### src/common/gpa_pkg.sv
// shared constants and types for the port a / port b pin block
package gpa_pkg;

    // byte offsets inside the block's window
    localparam int ADDR_W = 12;
    localparam logic [11:0] OFS_PA_OTYPE = 12'h000;
    localparam logic [11:0] OFS_PA_DIR = 12'h004;
    localparam logic [11:0] OFS_PA_DATA = 12'h008;
    localparam logic [11:0] OFS_PA_PULLUP = 12'h00C;
    localparam logic [11:0] OFS_PA_PINS = 12'h010;
    localparam logic [11:0] OFS_SER_ROUTE = 12'h014;
    localparam logic [11:0] OFS_PB_DIR = 12'h020;
    localparam logic [11:0] OFS_PB_DATA = 12'h024;
    localparam logic [11:0] OFS_PB_PINS = 12'h028;

    // values after reset
    localparam logic [3:0] RST_PA = 4'h0;
    localparam logic [7:0] RST_PB = 8'h00;
    localparam logic [31:0] RST_WORD = 32'h0000_0000;

    // value returned for write-only registers, reserved bits and holes
    localparam logic [31:0] UNDEF_READ = 32'h0000_0000;

    // field positions of the serial routing register
    localparam int SER_CKE_HIGH_BIT = 0;
    localparam int SER_CKE_LOW_BIT = 1;
    localparam int SER_SYNC_SEL_BIT = 2;
    localparam int SER_RX_EN_BIT = 3;
    localparam int SER_TX_EN_BIT = 4;
    localparam int SER_W = 5;

    // htrans code whose upper bit marks an active transfer
    localparam logic [1:0] HTRANS_NONSEQ = 2'h2;
    localparam logic HRESP_OKAY = 1'b0;

    // serial routing controls, packed in field-position order
    typedef struct packed {
        logic tx_enable;
        logic rx_enable;
        logic sync_sel;
        logic clock_enable_low;
        logic clock_enable_high;
    } gpa_ser_s;

    // data phase bookkeeping of the bus slave
    typedef struct packed {
        logic wr_pend;
        logic rd_pend;
        logic [11:0] ofs;
    } gpa_bus_s;

    // complete state of the block
    typedef struct packed {
        logic [3:0] pa_otype;
        logic [3:0] pa_dir;
        logic [3:0] pa_data;
        logic [3:0] pa_pullup;
        gpa_ser_s ser;
        logic [7:0] pb_dir;
        logic [7:0] pb_data;
        logic [3:0] pa_meta;
        logic [3:0] pa_sync;
        logic [7:0] pb_meta;
        logic [7:0] pb_sync;
        gpa_bus_s bus;
        logic [31:0] hrdata;
        logic hreadyout;
    } gpa_state_s;

endpackage : gpa_pkg

### src/logic/gpa_top.sv
// port a / port b pin control with an ahb-lite register slave
`timescale 1ns/1ns

// Operation
// - port a output-type bits 3:0, reset 0
// - output-type 1: open-drain, pull-up off
// - output-type 0: push-pull drive
// - output-type bits 7:4 read undefined
// - port a pins routed per control settings
// - pin a3: clock in, clock out, or gpio
// - pin a2: receive input when rx enabled
// - pin a1: transmit output when tx enabled
// - pin a0: direction bit only
// - port b direction register, resets to 0
// - port b direction 1 drives, 0 inputs
// - port b direction reads undefined
// - port b output data, reset 0
// - port b pin read is read-only
// - pin read: data if output, else pin
// - pin read reflects sampled pin levels
// - port a direction bits reset 0
// - pull-up bit enables pull-up on inputs
module gpa_top (
    // clock and reset
    input wire logic hclk,
    input wire logic hresetn,
    // ahb-lite slave
    input wire logic hsel,
    input wire logic [31:0] haddr,
    input wire logic [1:0] htrans,
    input wire logic hwrite,
    input wire logic [2:0] hsize,
    input wire logic [31:0] hwdata,
    input wire logic hready,
    output logic hreadyout,
    output logic hresp,
    output logic [31:0] hrdata,
    // port a pins
    input wire logic [3:0] pa_in,
    output logic [3:0] pa_out,
    output logic [3:0] pa_oe,
    output logic [3:0] pa_pullup_en,
    // port b pins
    input wire logic [7:0] pb_in,
    output logic [7:0] pb_out,
    output logic [7:0] pb_oe,
    // serial interface side
    input wire logic serial_clock_line_out,
    input wire logic serial_transmit_line,
    output logic serial_clock_line_in,
    output logic serial_receive_line,
    output logic clock_enable_high,
    output logic clock_enable_low,
    output logic sync_sel,
    output logic rx_enable,
    output logic tx_enable
);

    gpa_pkg::gpa_state_s st;
    gpa_pkg::gpa_state_s next_st;

    logic accept;
    logic [3:0] a_is_out;
    logic [3:0] a_val;
    logic [3:0] pa_pin_read;
    logic [7:0] pb_pin_read;
    logic [31:0] rd_mux;

    // hsize is not decoded: only whole-word transfers are supported
    assign accept = hsel && hready && htrans[1];

    // per-pin ownership and drive value for port a
    always_comb
    begin
        a_is_out = st.pa_dir;
        a_val = st.pa_data;
        if (st.ser.clock_enable_high)
        begin
            a_is_out[3] = 1'b0;
        end
        else if (st.ser.sync_sel || st.ser.clock_enable_low)
        begin
            a_is_out[3] = 1'b1;
            a_val[3] = serial_clock_line_out;
        end
        if (st.ser.rx_enable)
        begin
            a_is_out[2] = 1'b0;
        end
        if (st.ser.tx_enable)
        begin
            a_is_out[1] = 1'b1;
            a_val[1] = serial_transmit_line;
        end
    end
    // pin a0 keeps its direction bit

    // open-drain only ever pulls low; a high level is left to the pull-up outside
    assign pa_oe = a_is_out & (~st.pa_otype | ~a_val);
    assign pa_out = a_val & ~st.pa_otype;
    // an output pin never keeps its pull-up, which also covers open-drain
    assign pa_pullup_en = ~a_is_out & st.pa_pullup;

    assign pb_oe = st.pb_dir;
    assign pb_out = st.pb_data;

    assign serial_clock_line_in = st.pa_sync[3];
    assign serial_receive_line = st.pa_sync[2];
    assign clock_enable_high = st.ser.clock_enable_high;
    assign clock_enable_low = st.ser.clock_enable_low;
    assign sync_sel = st.ser.sync_sel;
    assign rx_enable = st.ser.rx_enable;
    assign tx_enable = st.ser.tx_enable;

    assign pa_pin_read = (st.pa_dir & st.pa_data) | (~st.pa_dir & st.pa_sync);
    assign pb_pin_read = (st.pb_dir & st.pb_data) | (~st.pb_dir & st.pb_sync);

    // read multiplexer; unmapped offsets and write-only registers give UNDEF_READ
    always_comb
    begin
        rd_mux = gpa_pkg::UNDEF_READ;
        case (st.bus.ofs)
            gpa_pkg::OFS_PA_OTYPE: rd_mux[3:0] = st.pa_otype;
            gpa_pkg::OFS_PA_DATA: rd_mux[3:0] = st.pa_data;
            gpa_pkg::OFS_PA_PULLUP: rd_mux[3:0] = st.pa_pullup;
            gpa_pkg::OFS_PA_PINS: rd_mux[3:0] = pa_pin_read;
            gpa_pkg::OFS_SER_ROUTE: rd_mux[gpa_pkg::SER_W-1:0] = st.ser;
            gpa_pkg::OFS_PB_DATA: rd_mux[7:0] = st.pb_data;
            gpa_pkg::OFS_PB_PINS: rd_mux[7:0] = pb_pin_read;
            default: rd_mux = gpa_pkg::UNDEF_READ;
        endcase
    end

    always_comb
    begin
        next_st = st;
        // two-flop synchronisers on every pin input
        next_st.pa_meta = pa_in;
        next_st.pa_sync = st.pa_meta;
        next_st.pb_meta = pb_in;
        next_st.pb_sync = st.pb_meta;
        // write data phase: hwdata is valid one cycle after the address
        if (st.bus.wr_pend)
        begin
            next_st.bus.wr_pend = 1'b0;
            case (st.bus.ofs)
                gpa_pkg::OFS_PA_OTYPE: next_st.pa_otype = hwdata[3:0];
                gpa_pkg::OFS_PA_DIR: next_st.pa_dir = hwdata[3:0];
                gpa_pkg::OFS_PA_DATA: next_st.pa_data = hwdata[3:0];
                gpa_pkg::OFS_PA_PULLUP: next_st.pa_pullup = hwdata[3:0];
                gpa_pkg::OFS_SER_ROUTE:
                    next_st.ser = gpa_pkg::gpa_ser_s'(hwdata[gpa_pkg::SER_W-1:0]);
                gpa_pkg::OFS_PB_DIR: next_st.pb_dir = hwdata[7:0];
                gpa_pkg::OFS_PB_DATA: next_st.pb_data = hwdata[7:0];
                default: next_st.bus.wr_pend = 1'b0;
            endcase
        end
        // read data phase: one wait state so a write just before is seen
        if (st.bus.rd_pend)
        begin
            next_st.hrdata = rd_mux;
            next_st.hreadyout = 1'b1;
            next_st.bus.rd_pend = 1'b0;
        end
        if (accept)
        begin
            next_st.bus.ofs = haddr[11:0];
            next_st.bus.wr_pend = hwrite;
            next_st.bus.rd_pend = !hwrite;
            next_st.hreadyout = hwrite;
        end
    end

    always_ff @(posedge hclk or negedge hresetn)
    begin
        if (!hresetn)
        begin
            st.pa_otype <= gpa_pkg::RST_PA;
            st.pa_dir <= gpa_pkg::RST_PA;
            st.pa_data <= gpa_pkg::RST_PA;
            st.pa_pullup <= gpa_pkg::RST_PA;
            st.ser <= '0;
            st.pb_dir <= gpa_pkg::RST_PB;
            st.pb_data <= gpa_pkg::RST_PB;
            st.pa_meta <= gpa_pkg::RST_PA;
            st.pa_sync <= gpa_pkg::RST_PA;
            st.pb_meta <= gpa_pkg::RST_PB;
            st.pb_sync <= gpa_pkg::RST_PB;
            st.bus <= '0;
            st.hrdata <= gpa_pkg::RST_WORD;
            st.hreadyout <= 1'b1;
        end
        else
        begin
            st <= next_st;
        end
    end

    assign hreadyout = st.hreadyout;
    assign hrdata = st.hrdata;
    assign hresp = gpa_pkg::HRESP_OKAY;
endmodule : gpa_top

### config.mk
export PLATFORM = sky130hd
export DESIGN_NAME = gpa_top
export DESIGN_NICKNAME = d
export VERILOG_FILES = /design/src/common/gpa_pkg.sv /design/src/logic/gpa_top.sv
export SDC_FILE = /design/constraint.sdc
export NUM_CORES = 1
export LEC_CHECK = 0
export ABC_AREA = 0
export BUFFER_PORTS_ARGS = -buffer_cell sky130_fd_sc_hd__clkbuf_2
export CAP_MARGIN = 20
export CORE_MARGIN = 2
export CORE_UTILIZATION = 44
export DETAILED_ROUTE_END_ITERATION = 10
export PLACE_DENSITY = 0.87
export SLEW_MARGIN = 20
export SYNTH_ARGS = -nofsm -noshare
export SYNTH_HDL_FRONTEND = slang
export SYNTH_SLANG_ARGS = --single-unit
### constraint.sdc
create_clock -name hclk -period 2.1 [get_ports hclk]
set_input_delay 0.105 -clock hclk [delete_from_list [all_inputs] [get_ports hclk]]
set_output_delay 0.105 -clock hclk [all_outputs]
set_load 0.03 [all_outputs]
# == After elaboration in Yosys (flattened, before gate mapping) ==
# Cells that the tools add are included.
# totals
ff_bits,84
elab_cells,69
inputBits,88
# classes
n_eq_ne,8
bitwise_logic,15
n_mux,13
n_reduce_logical,13
# op_table
op,count
equality test 12 x 6 -> 1 bit (second input constant),3
one-hot mux 4 bit (7 select lines),1
equality test 12 x 4 -> 1 bit (second input constant),2
equality test 12 x 5 -> 1 bit (second input constant),2
bitwise AND 4 bit,5
bitwise AND 8 bit,2
NOT 4 bit,4
two-way mux 14 bit,1
AND reduction 2 bit,7
equality test 12 x 3 -> 1 bit (second input constant),1
logical NOT 12 bit,1
two-way mux 1 bit,9
NOT 8 bit,1
OR 4 bit,2
OR 8 bit,1
one-hot mux 3 bit (2 select lines),1
one-hot mux 1 bit (3 select lines),1
logical AND 1 bit,2
nonzero test 2 bit,1
logical NOT 1 bit,1
logical OR 1 bit,1

# == Longest topological paths before layout ==
# Gate-level depths: netlist (run 1).
# depth
ltp_word,6
ltp_mapped,6
depth_no_buf,4

# == Worst setup path after synthesis (run 1) ==
# OpenSTA, ideal clock, no wires.
# synth_path
path_kind,register to register
startpoint,register st[41] (netlist name)
endpoint,register st[104] (netlist name)
arrival_ns,1.998
path_stages_with_launch,5
setup_ns,0.125
required_ns,1.975
path_slack_ns,-0.023
path_cell_list,dfrtp_1 or4_4 or4b_4 nor3_4 mux2_2
# synth_between
elab_chain_cells,2
# synth_lines
item,line,source
start: declaration,gpa_top.sv:59,gpa_pkg::gpa_state_s st;
start signal: assignment,gpa_top.sv:195,st <= next_st;
logical NOT 12 bit,gpa_top.sv:146,case (st.bus.ofs)
AND reduction 2 bit (no line),n/a,
# No other way between the ends.
# A chain may end at the register's enable or synchronous reset.

# == Final worst setup path (run 1) ==
# layout_path
startpoint,register st[44] (netlist name)
endpoint,"register st, in the netlist pb_out[0]"
# layout_between
elab_chain_cells,2
# layout_lines
item,line
equality test 12 x 6 -> 1 bit,gpa_top.sv:146
AND reduction 2 bit (no line),n/a
# No other way between the ends.

==> results.ini, run 1 <==
[grt]
antenna_found_initial=0
grt_remaining_overflow=0
grt_usage=0.197
grt_pass1_wl_um=15100
grt_pass1_vias=2946
grt_max_degree=44

[cts]
cts.path.max_buffers=2
numCtsBuffers=9
path_clk_slew_ns=0.09
clkLatencyLatePin_ns=0.37
h-tree-depth=3
tritoncts=built
cts.sink_count=84
cts_root_buf=clkbuf_8

[power]
p_clk_frac=0.338
p_int_mw=2.72
powerDensity_nw_per_um2=752
switchingPower_mw=1.14
pwr-share-seq=0.474
ir_drop_mv=0.436
combPwrFrac=0.189
p_sw_frac=0.294
power.leakage_nw=2.40

[yosys]
synth.yosys.warnings=0
synthDistinctLibCells=53
synthCells=333
ys_ff_latch=84
synthArstFlopShare=1.00
synth_edf_count=0
synth-main-ff-cell=dfrtp_1
synth.avg_cell_area_um2=12.3
yosysSeqAreaShare=0.514
syn-cell-area_um2=4090

[worst_setup_path]
crit_path_end_kind=flop
critPathKind=flop to flop
crit_fanout=8
crit_path_start_kind=flop
worstPathRequired_ns=2.35
arrival_ns=2.43

[route]
num_vias=2966
wl_per_cell_um=17.1
first_iter_violations=141
viasPerCell=5.28
wl_um=9590
antenna_left=0
firstDrtPassIters=4
drc=0

[placement]
hpwlAfterDp_um=6750
io_buffer_count=83
globalplace.congestion=0.883

[flow_run]
cap_viol_max_count=0

[floorplan]
initial_core_util=0.447
placementRows=35
fp.coreArea_um2=9150
dieWidth_um=100
die_y_um=100
io-pin-count=157
die-area_um2=10100

[timing]
fin_crit_sh=1.04
tightest_slew_ns=0.652
setup_viol=28
finalSetupTns_ns=-1.43
fin_ws_ns=-0.0889
rsz0062_at_grt=yes
timing.slew.headroom=0.564
final_hold_viol_count=0
drv_slew=0
max_freq_ghz=0.457
hold_ws_ns=0.0272
post-route-min-period_ns=2.19
fin_skew_ns=0.0127

[layout]
drive_gt1_frac=0.430
area_delta_synth_final_pct=25.3
fin_nets=534
n_antenna_cell=0
fin_util=0.560

[hold_path]
hold_class=input pin to flop

[outcome]
violations=setup timing
status=complete, but fails checks

critical path: stages (launching register included):
cell     delay [ns]
dfrtp_1        0.39
or4_4          0.53
buf_4          0.16
buf_12         0.13
nor3_4         0.30
nand3_4        0.21
mux2_4         0.35
flip-flops by register name, summed over array words and instances, names as in the netlist:
signal	count
st	37
serial_clock_line_in	1
pb_oe	8
clock_enable_low	1
a_is_out	1
next_st	12
a_val	2
tx_enable	1
serial_receive_line	1
sync_sel	1
pb_out	8
hreadyout	1
rx_enable	1
hrdata	8
clock_enable_high	1
metal layers:
layer,vias to the layer above,share of wire,GRT usage
li1,1351,-,-
met4,0,0.027,0.0948
met2,116,0.48,0.302
met1,1474,0.44,0.267
met3,25,0.054,0.0451
met5,-,0,0
cell usage in the layout, fill, tap and decap left out, types with 3 or more instances in the layout:
master / count
dfrtp_1: 83
clkbuf_2: 81
mux2_2: 43
dlygate4sd3_1: 29
conb_1: 25
buf_4: 23
nor2_1: 14
mux2i_1: 13
clkbuf_8: 10
inv_1: 9
mux2_4: 9
o21ai_0: 8
o2bb2ai_1: 7
a22oi_1: 7
nand2b_1: 5
nor2b_1: 5
a21oi_1: 5
nand2_1: 5
nand3_1: 4
nor3_1: 4
nor2_4: 3
and3_1: 3
nand3b_1: 3
o41ai_2: 3
a221oi_1: 3
through the flow:
step                      worst slack, ns  std cells  power (mW)  instance area, µm²
after floorplan                   -0.0226        357        2.31                4180
after global placement            -0.0250        512        2.48                4490
after detailed placement          -0.0605        512        2.51                4490
after CTS                         -0.0871        557        3.84                5030
after global routing               -0.181        562        4.02                5130
final                             -0.0889        562        3.86                5130
final cells by class:
| type | instances | area, µm² |
|---|---|---|
| inverters | 9 | 33.8 |
| clock inverters | 5 | 85.1 |
| clock buffers | 11 | 141 |
| repair buffers | 137 | 925 |
| flip-flops and latches | 84 | 2100 |
| fillers | 750 | 4020 |
| multi-input cells | 205 | 1700 |
| well taps | 111 | 139 |
cells by family after synthesis:
group,synth area share
DFF,0.514
and+or+nand+nor,0.116
buffers and inverters,0.110
muxes,0.178
AOI/OAI and AO/OA,0.0798
xor gates and xnor gates,0.00214
other,0.000916
final timing paths:
kind / startpoint / end / slack [ns] / cells after the start
max: st[44] / pb_out[0] / -0.09 / 6
min: hwdata[4] / pb_oe[4] / 0.03 / 2
max reg2reg: st[44] / pb_out[0] / -0.09 / 6
min reg2reg: next_st[64] / st[64] / 0.34 / 0
max in group asynchronous: hresetn / hrdata[0] / 1.22 / 3
min in group asynchronous: hresetn / a_val[0] / 0.25 / 2
cell usage after synthesis, types with 3 or more instances:
master / n / share of area
inv_1: 9 / 0.0083
a22oi_1: 7 / 0.013
o21ai_0: 8 / 0.0098
clkbuf_1: 6 / 0.0055
o2bb2ai_1: 7 / 0.015
nor3_1: 4 / 0.0049
nor2b_1: 5 / 0.0076
nor2_4: 3 / 0.0083
mux2i_1: 13 / 0.032
a21oi_1: 5 / 0.0061
a221oi_1: 3 / 0.0064
mux2_2: 52 / 0.14
nand3b_1: 3 / 0.0055
dfrtp_1: 83 / 0.51
and3_1: 3 / 0.0046
buf_4: 49 / 0.090
nor2_1: 14 / 0.013
nand2b_1: 5 / 0.0076
o41ai_1: 3 / 0.0064
nand2_1: 5 / 0.0046
nand3_1: 4 / 0.0049
power by group through the flow:
stage / logic, mW / clock network (mW) / registers (mW)
global route: 0.786 / 1.39 / 1.84
finish: 0.728 / 1.30 / 1.83
detailed placement: 0.650 / 0 / 1.86
global placement: 0.635 / 0 / 1.85
CTS: 0.698 / 1.32 / 1.82
floorplan: 0.473 / 0 / 1.84
what timing repair did:
item,CTS,global route
hold endpoints to repair,71,0
pin swaps,1,3
endpoints found under the setup margin,12,37
setup buffers,0,5
resized for setup,8,11
hold buffers,29,0
Note: power is estimated with default switching activity, not from simulation.
==> run 2: changes to the inputs <==
--- a/config.mk
+++ b/config.mk
@@ -12,6 +12,7 @@
 export CORE_UTILIZATION = 44
 export DETAILED_ROUTE_END_ITERATION = 10
 export PLACE_DENSITY = 0.87
+export RECOVER_POWER = 100
 export SLEW_MARGIN = 20
 export SYNTH_ARGS = -nofsm -noshare
 export SYNTH_HDL_FRONTEND = slang
==> run 2 against run 1 <==
The flow still finishes with violations (setup timing). Worst setup slack is essentially flat. Worst hold slack gained 0.0052 ns. Critical path depth is the same. Cell area shrank 1.3%. First-iteration DRC count grew 22%. Total power shrank 0.52%. Global-route usage is the same. Combinational power shrank 2%. Via count shrank 0.40%. Clock skew is essentially flat. Fmax is essentially flat. Register-to-register slack is essentially flat. Critical path type unchanged. Critical endpoint unchanged. Largest cell class unchanged.
==> results.ini, run 2 (synthesized netlist as in run 1, its figures left out) <==
[outcome]
status=complete, but fails checks
violations=setup timing

[timing]
post-route-min-period_ns=2.19
tightest_slew_ns=1.03
max_freq_ghz=0.457
fin_skew_ns=0.0128
hold_ws_ns=0.0323
drv_slew=0
fin_crit_sh=1.04
setup_viol=28
rsz0062_at_grt=yes
finalSetupTns_ns=-1.43
final_hold_viol_count=0
fin_ws_ns=-0.0889
timing.slew.headroom=0.312

[hold_path]
hold_class=input pin to flop

[route]
wl_per_cell_um=17.0
first_iter_violations=172
drc=0
firstDrtPassIters=4
viasPerCell=5.26
antenna_left=0
num_vias=2954
wl_um=9530

[power]
combPwrFrac=0.186
pwr-share-seq=0.476
power.leakage_nw=2.26
p_int_mw=2.71
p_sw_frac=0.294
ir_drop_mv=0.433
powerDensity_nw_per_um2=758
p_clk_frac=0.338
switchingPower_mw=1.13

[layout]
fin_util=0.553
largest_reg_flops=37
final_cell_mix=83 x dfrtp_1, 44 x clkbuf_1, 43 x mux2_2
drive_gt1_frac=0.335
n_antenna_cell=0
final_common_cell=dfrtp_1
fin_nets=534
regMostFlops=st
area_delta_synth_final_pct=23.6

[grt]
grt_remaining_overflow=0
grt_usage=0.197
grt_max_degree=44
antenna_found_initial=0
grt_pass1_vias=2946
grt_pass1_wl_um=15100

[worst_setup_path]
crit_fanout=8
critPathKind=flop to flop
crit_path_start_kind=flop
arrival_ns=2.43
worstPathRequired_ns=2.34
crit_path_end_kind=flop

[floorplan]
fp.coreArea_um2=9150
placementRows=35
dieWidth_um=100
io-pin-count=157
initial_core_util=0.447
die-area_um2=10100
die_y_um=100

[placement]
hpwlAfterDp_um=6750
place_ws_ns=-0.0605
globalplace.congestion=0.883
io_buffer_count=83

[cts]
tritoncts=built
path_clk_slew_ns=0.09
cts.sink_count=84
h-tree-depth=3
cts.path.max_buffers=2
clkLatencyLatePin_ns=0.36
numCtsBuffers=9
cts_root_buf=clkbuf_8

[flow_run]
cap_viol_max_count=0

## run 2: cell count changes in the layout (fill, tap and decap cells not counted)
cell      previous run  this run
clkbuf_2            81        39
buf_4               23        22
buf_12               2         1
clkbuf_4             0         1
clkbuf_1             1        44
## run 2: power by group through the flow
stage,clock network [mW],registers (mW),logic (mW)
after floorplan,0,1.84,0.473
after global placement,0,1.85,0.635
after detailed placement,0,1.86,0.650
after CTS,1.32,1.82,0.698
after global routing,1.39,1.84,0.773
final,1.30,1.83,0.714
## run 2: worst max-delay path: stages, from the launching register on
cell	delay (ns)
dfrtp_1	0.39
or4_4	0.53
buf_4	0.16
buf_12	0.13
nor3_4	0.30
nand3_4	0.21
mux2_4	0.35
## run 2: path summary, 6_finish.rpt
| kind | from | end | slack (ns) | cells after the start |
|---|---|---|---|---|
| max | st[44] | pb_out[0] | -0.09 | 6 |
| min | hwdata[4] | pb_oe[4] | 0.03 | 2 |
| max reg2reg | st[44] | pb_out[0] | -0.09 | 6 |
| min reg2reg | next_st[64] | st[64] | 0.34 | 0 |
| max in group asynchronous | hresetn | hrdata[0] | 0.40 | 3 |
| min in group asynchronous | hresetn | st[63] | 0.44 | 2 |
## run 2: area by class of cell
class	instances	area [µm²]
fill	781	4090
sequential	84	2100
multi-input combinational	205	1700
timing repair buffer	137	856
clock buffer	11	141
tap	111	139
clock inverter	5	85.1
inverter	9	33.8
## run 2: metrics by stage
step | cells | power [mW] | cell area [µm²]
after floorplan | 357 | 2.31 | 4180
after global placement | 512 | 2.48 | 4490
after detailed placement | 512 | 2.51 | 4490
after CTS | 557 | 3.84 | 5030
after global routing | 562 | 4.01 | 5060
final | 562 | 3.84 | 5060
## run 2: what timing repair did
item	in CTS	in global routing
endpoints found under the setup margin	12	37
endpoints found under the hold margin	71	0
setup buffers	0	5
gates resized for setup	8	11
pin swaps	1	3
hold buffers	29	0
## run 2: layer usage
layer	up-vias	global-route usage	share of wire
li1	1350	-	-
met1	1466	0.267	0.43
met2	118	0.302	0.49
met3	20	0.0451	0.054
met4	0	0.0948	0.024
met5	-	0	0
==> run 3: changes to the inputs <==
--- a/config.mk
+++ b/config.mk
@@ -11,7 +11,7 @@
 export CORE_MARGIN = 2
 export CORE_UTILIZATION = 44
 export DETAILED_ROUTE_END_ITERATION = 10
-export PLACE_DENSITY = 0.87
+export PLACE_DENSITY = 0.75
 export RECOVER_POWER = 100
 export SLEW_MARGIN = 20
 export SYNTH_ARGS = -nofsm -noshare
==> run 3 against run 2 <==
The flow still finishes with violations (setup timing). Total power shrank 2.2%. Critical endpoint is now rx_enable. Routed wire length down 0.96%. Fmax shrank 2.4%. Cell count rose by 0.36%. Worst hold slack lost 0.011 ns.
==> results.ini, run 3 (synthesized netlist as in run 1, its figures left out) <==
[timing]
drv_slew=0
max_freq_ghz=0.446
tightest_slew_ns=1.18
fin_crit_sh=1.07
fin_skew_ns=0.0106
setup_viol=38
rsz0062_at_grt=yes
final_hold_viol_count=0
fin_ws_ns=-0.142
post-route-min-period_ns=2.24
timing.slew.headroom=0.215

[floorplan]
initial_core_util=0.447
die_y_um=100
io-pin-count=157
placementRows=35
fp.coreArea_um2=9150
die-area_um2=10100
dieWidth_um=100

[cts]
clkLatencyLatePin_ns=0.36
path_clk_slew_ns=0.09
cts.path.max_buffers=2
numCtsBuffers=9
h-tree-depth=3
tritoncts=built
cts.sink_count=84
cts_root_buf=clkbuf_8

[power]
power.leakage_nw=2.25
power.total_mw=3.75
powerDensity_nw_per_um2=743
ir_drop_mv=0.401

[outcome]
status=complete, but fails checks
violations=setup timing

[layout]
regMostFlops=st
final_common_cell=dfrtp_1
area_delta_synth_final_pct=23.5
largest_reg_flops=37
drive_gt1_frac=0.340
final_cell_mix=83 x dfrtp_1, 44 x clkbuf_1, 43 x clkbuf_2
fin_nets=536
n_antenna_cell=0
fillers=817

[grt]
grt_pass1_wl_um=14900
grt_usage=0.193
grt_pass1_vias=2944
grt_max_degree=47
grt_remaining_overflow=0
antenna_found_initial=0

[worst_setup_path]
crit_path_end_kind=flop
worstPathRequired_ns=2.35
crit_path_start_kind=flop
arrival_ns=2.49
crit_fanout=6
critPathKind=flop to flop

[route]
wl_um=9440
firstDrtPassIters=5
wl_per_cell_um=16.7
antenna_left=0
first_iter_violations=166
viasPerCell=5.17
num_vias=2918
drc=0

[placement]
io_buffer_count=83
hpwlAfterDp_um=6700
globalplace.congestion=0.848
place_ws_ns=-0.106

[flow_run]
cap_viol_max_count=0

[hold_path]
hold_class=input pin to flop

[run 3: where the power goes]
part | switching [mW] | leakage (nW) | internal (mW)
sequential | 0.0998 | 1.03 | 1.72
combinational | 0.440 | 1.12 | 0.287
clock | 0.612 | 0.0995 | 0.592
[run 3: cell type report]
type                       instances  area (µm²)  share of cell area
sequential                        84        2100               0.416
multi-input combinational        205        1710               0.339
timing repair buffer             139         857               0.170
tap                              111         139              0.0275
clock buffer                      10         138              0.0272
clock inverter                     6        71.3              0.0141
inverter                           9        33.8             0.00668
[run 3: worst paths after layout]
| kind | startpoint | endpoint | slack [ns] | cells past startpoint |
|---|---|---|---|---|
| max in group asynchronous | hresetn | next_st[49] | 0.47 | 3 |
| worst max register to register | st[41] | rx_enable | -0.14 | 8 |
| worst min register to register | next_st[54] | st[54] | 0.35 | 0 |
| worst max-delay path | st[41] | rx_enable | -0.14 | 8 |
| worst min-delay path | haddr[8] | st[41] | 0.02 | 2 |
| min in group asynchronous | hresetn | next_st[63] | 0.50 | 2 |
[run 3: critical path, cell delays in order, from the launching register on]
cell and delay, ns:
dfrtp_1 0.40, or4_4 0.55, buf_4 0.16, buf_12 0.13, buf_4 0.15, nor2_4 0.12, nand4_1 0.15, buf_4 0.21
mux2_2 0.26
[run 3: repair_timing]
item / 4_1_cts / 5_1_grt
hold endpoints to repair: 71 / 1
pin swaps: 1 / 9
buffers inserted: 0 / 6
resized for setup: 6 / 15
hold buffers: 27 / 1
endpoints found under the setup margin: 18 / 36
[run 3: layer usage]
layer  vias to the layer above  GRT usage  part of all wire  wire (µm)
li1                       1347          -                 -          -
met1                      1429      0.251              0.43       4020
met2                       124      0.324              0.50       4680
met3                        18     0.0402             0.060        570
met4                         0     0.0611             0.017        165
met5                         -          0                 0          0
[run 3: metrics by stage]
step	utilization	TNS [ns]	instance area [µm²]	cells	hold slack, ns
2_1_floorplan	-	-0.0755	4180	357	-0.191
3_3_place_gp	0.491	-0.142	4490	514	0.142
3_5_place_dp	0.491	-0.745	4490	514	0.156
4_1_cts	0.545	-0.956	4990	557	0.00101
5_1_grt	0.552	-4.88	5060	564	0.0103
6_report	0.552	-3.06	5060	564	0.0213
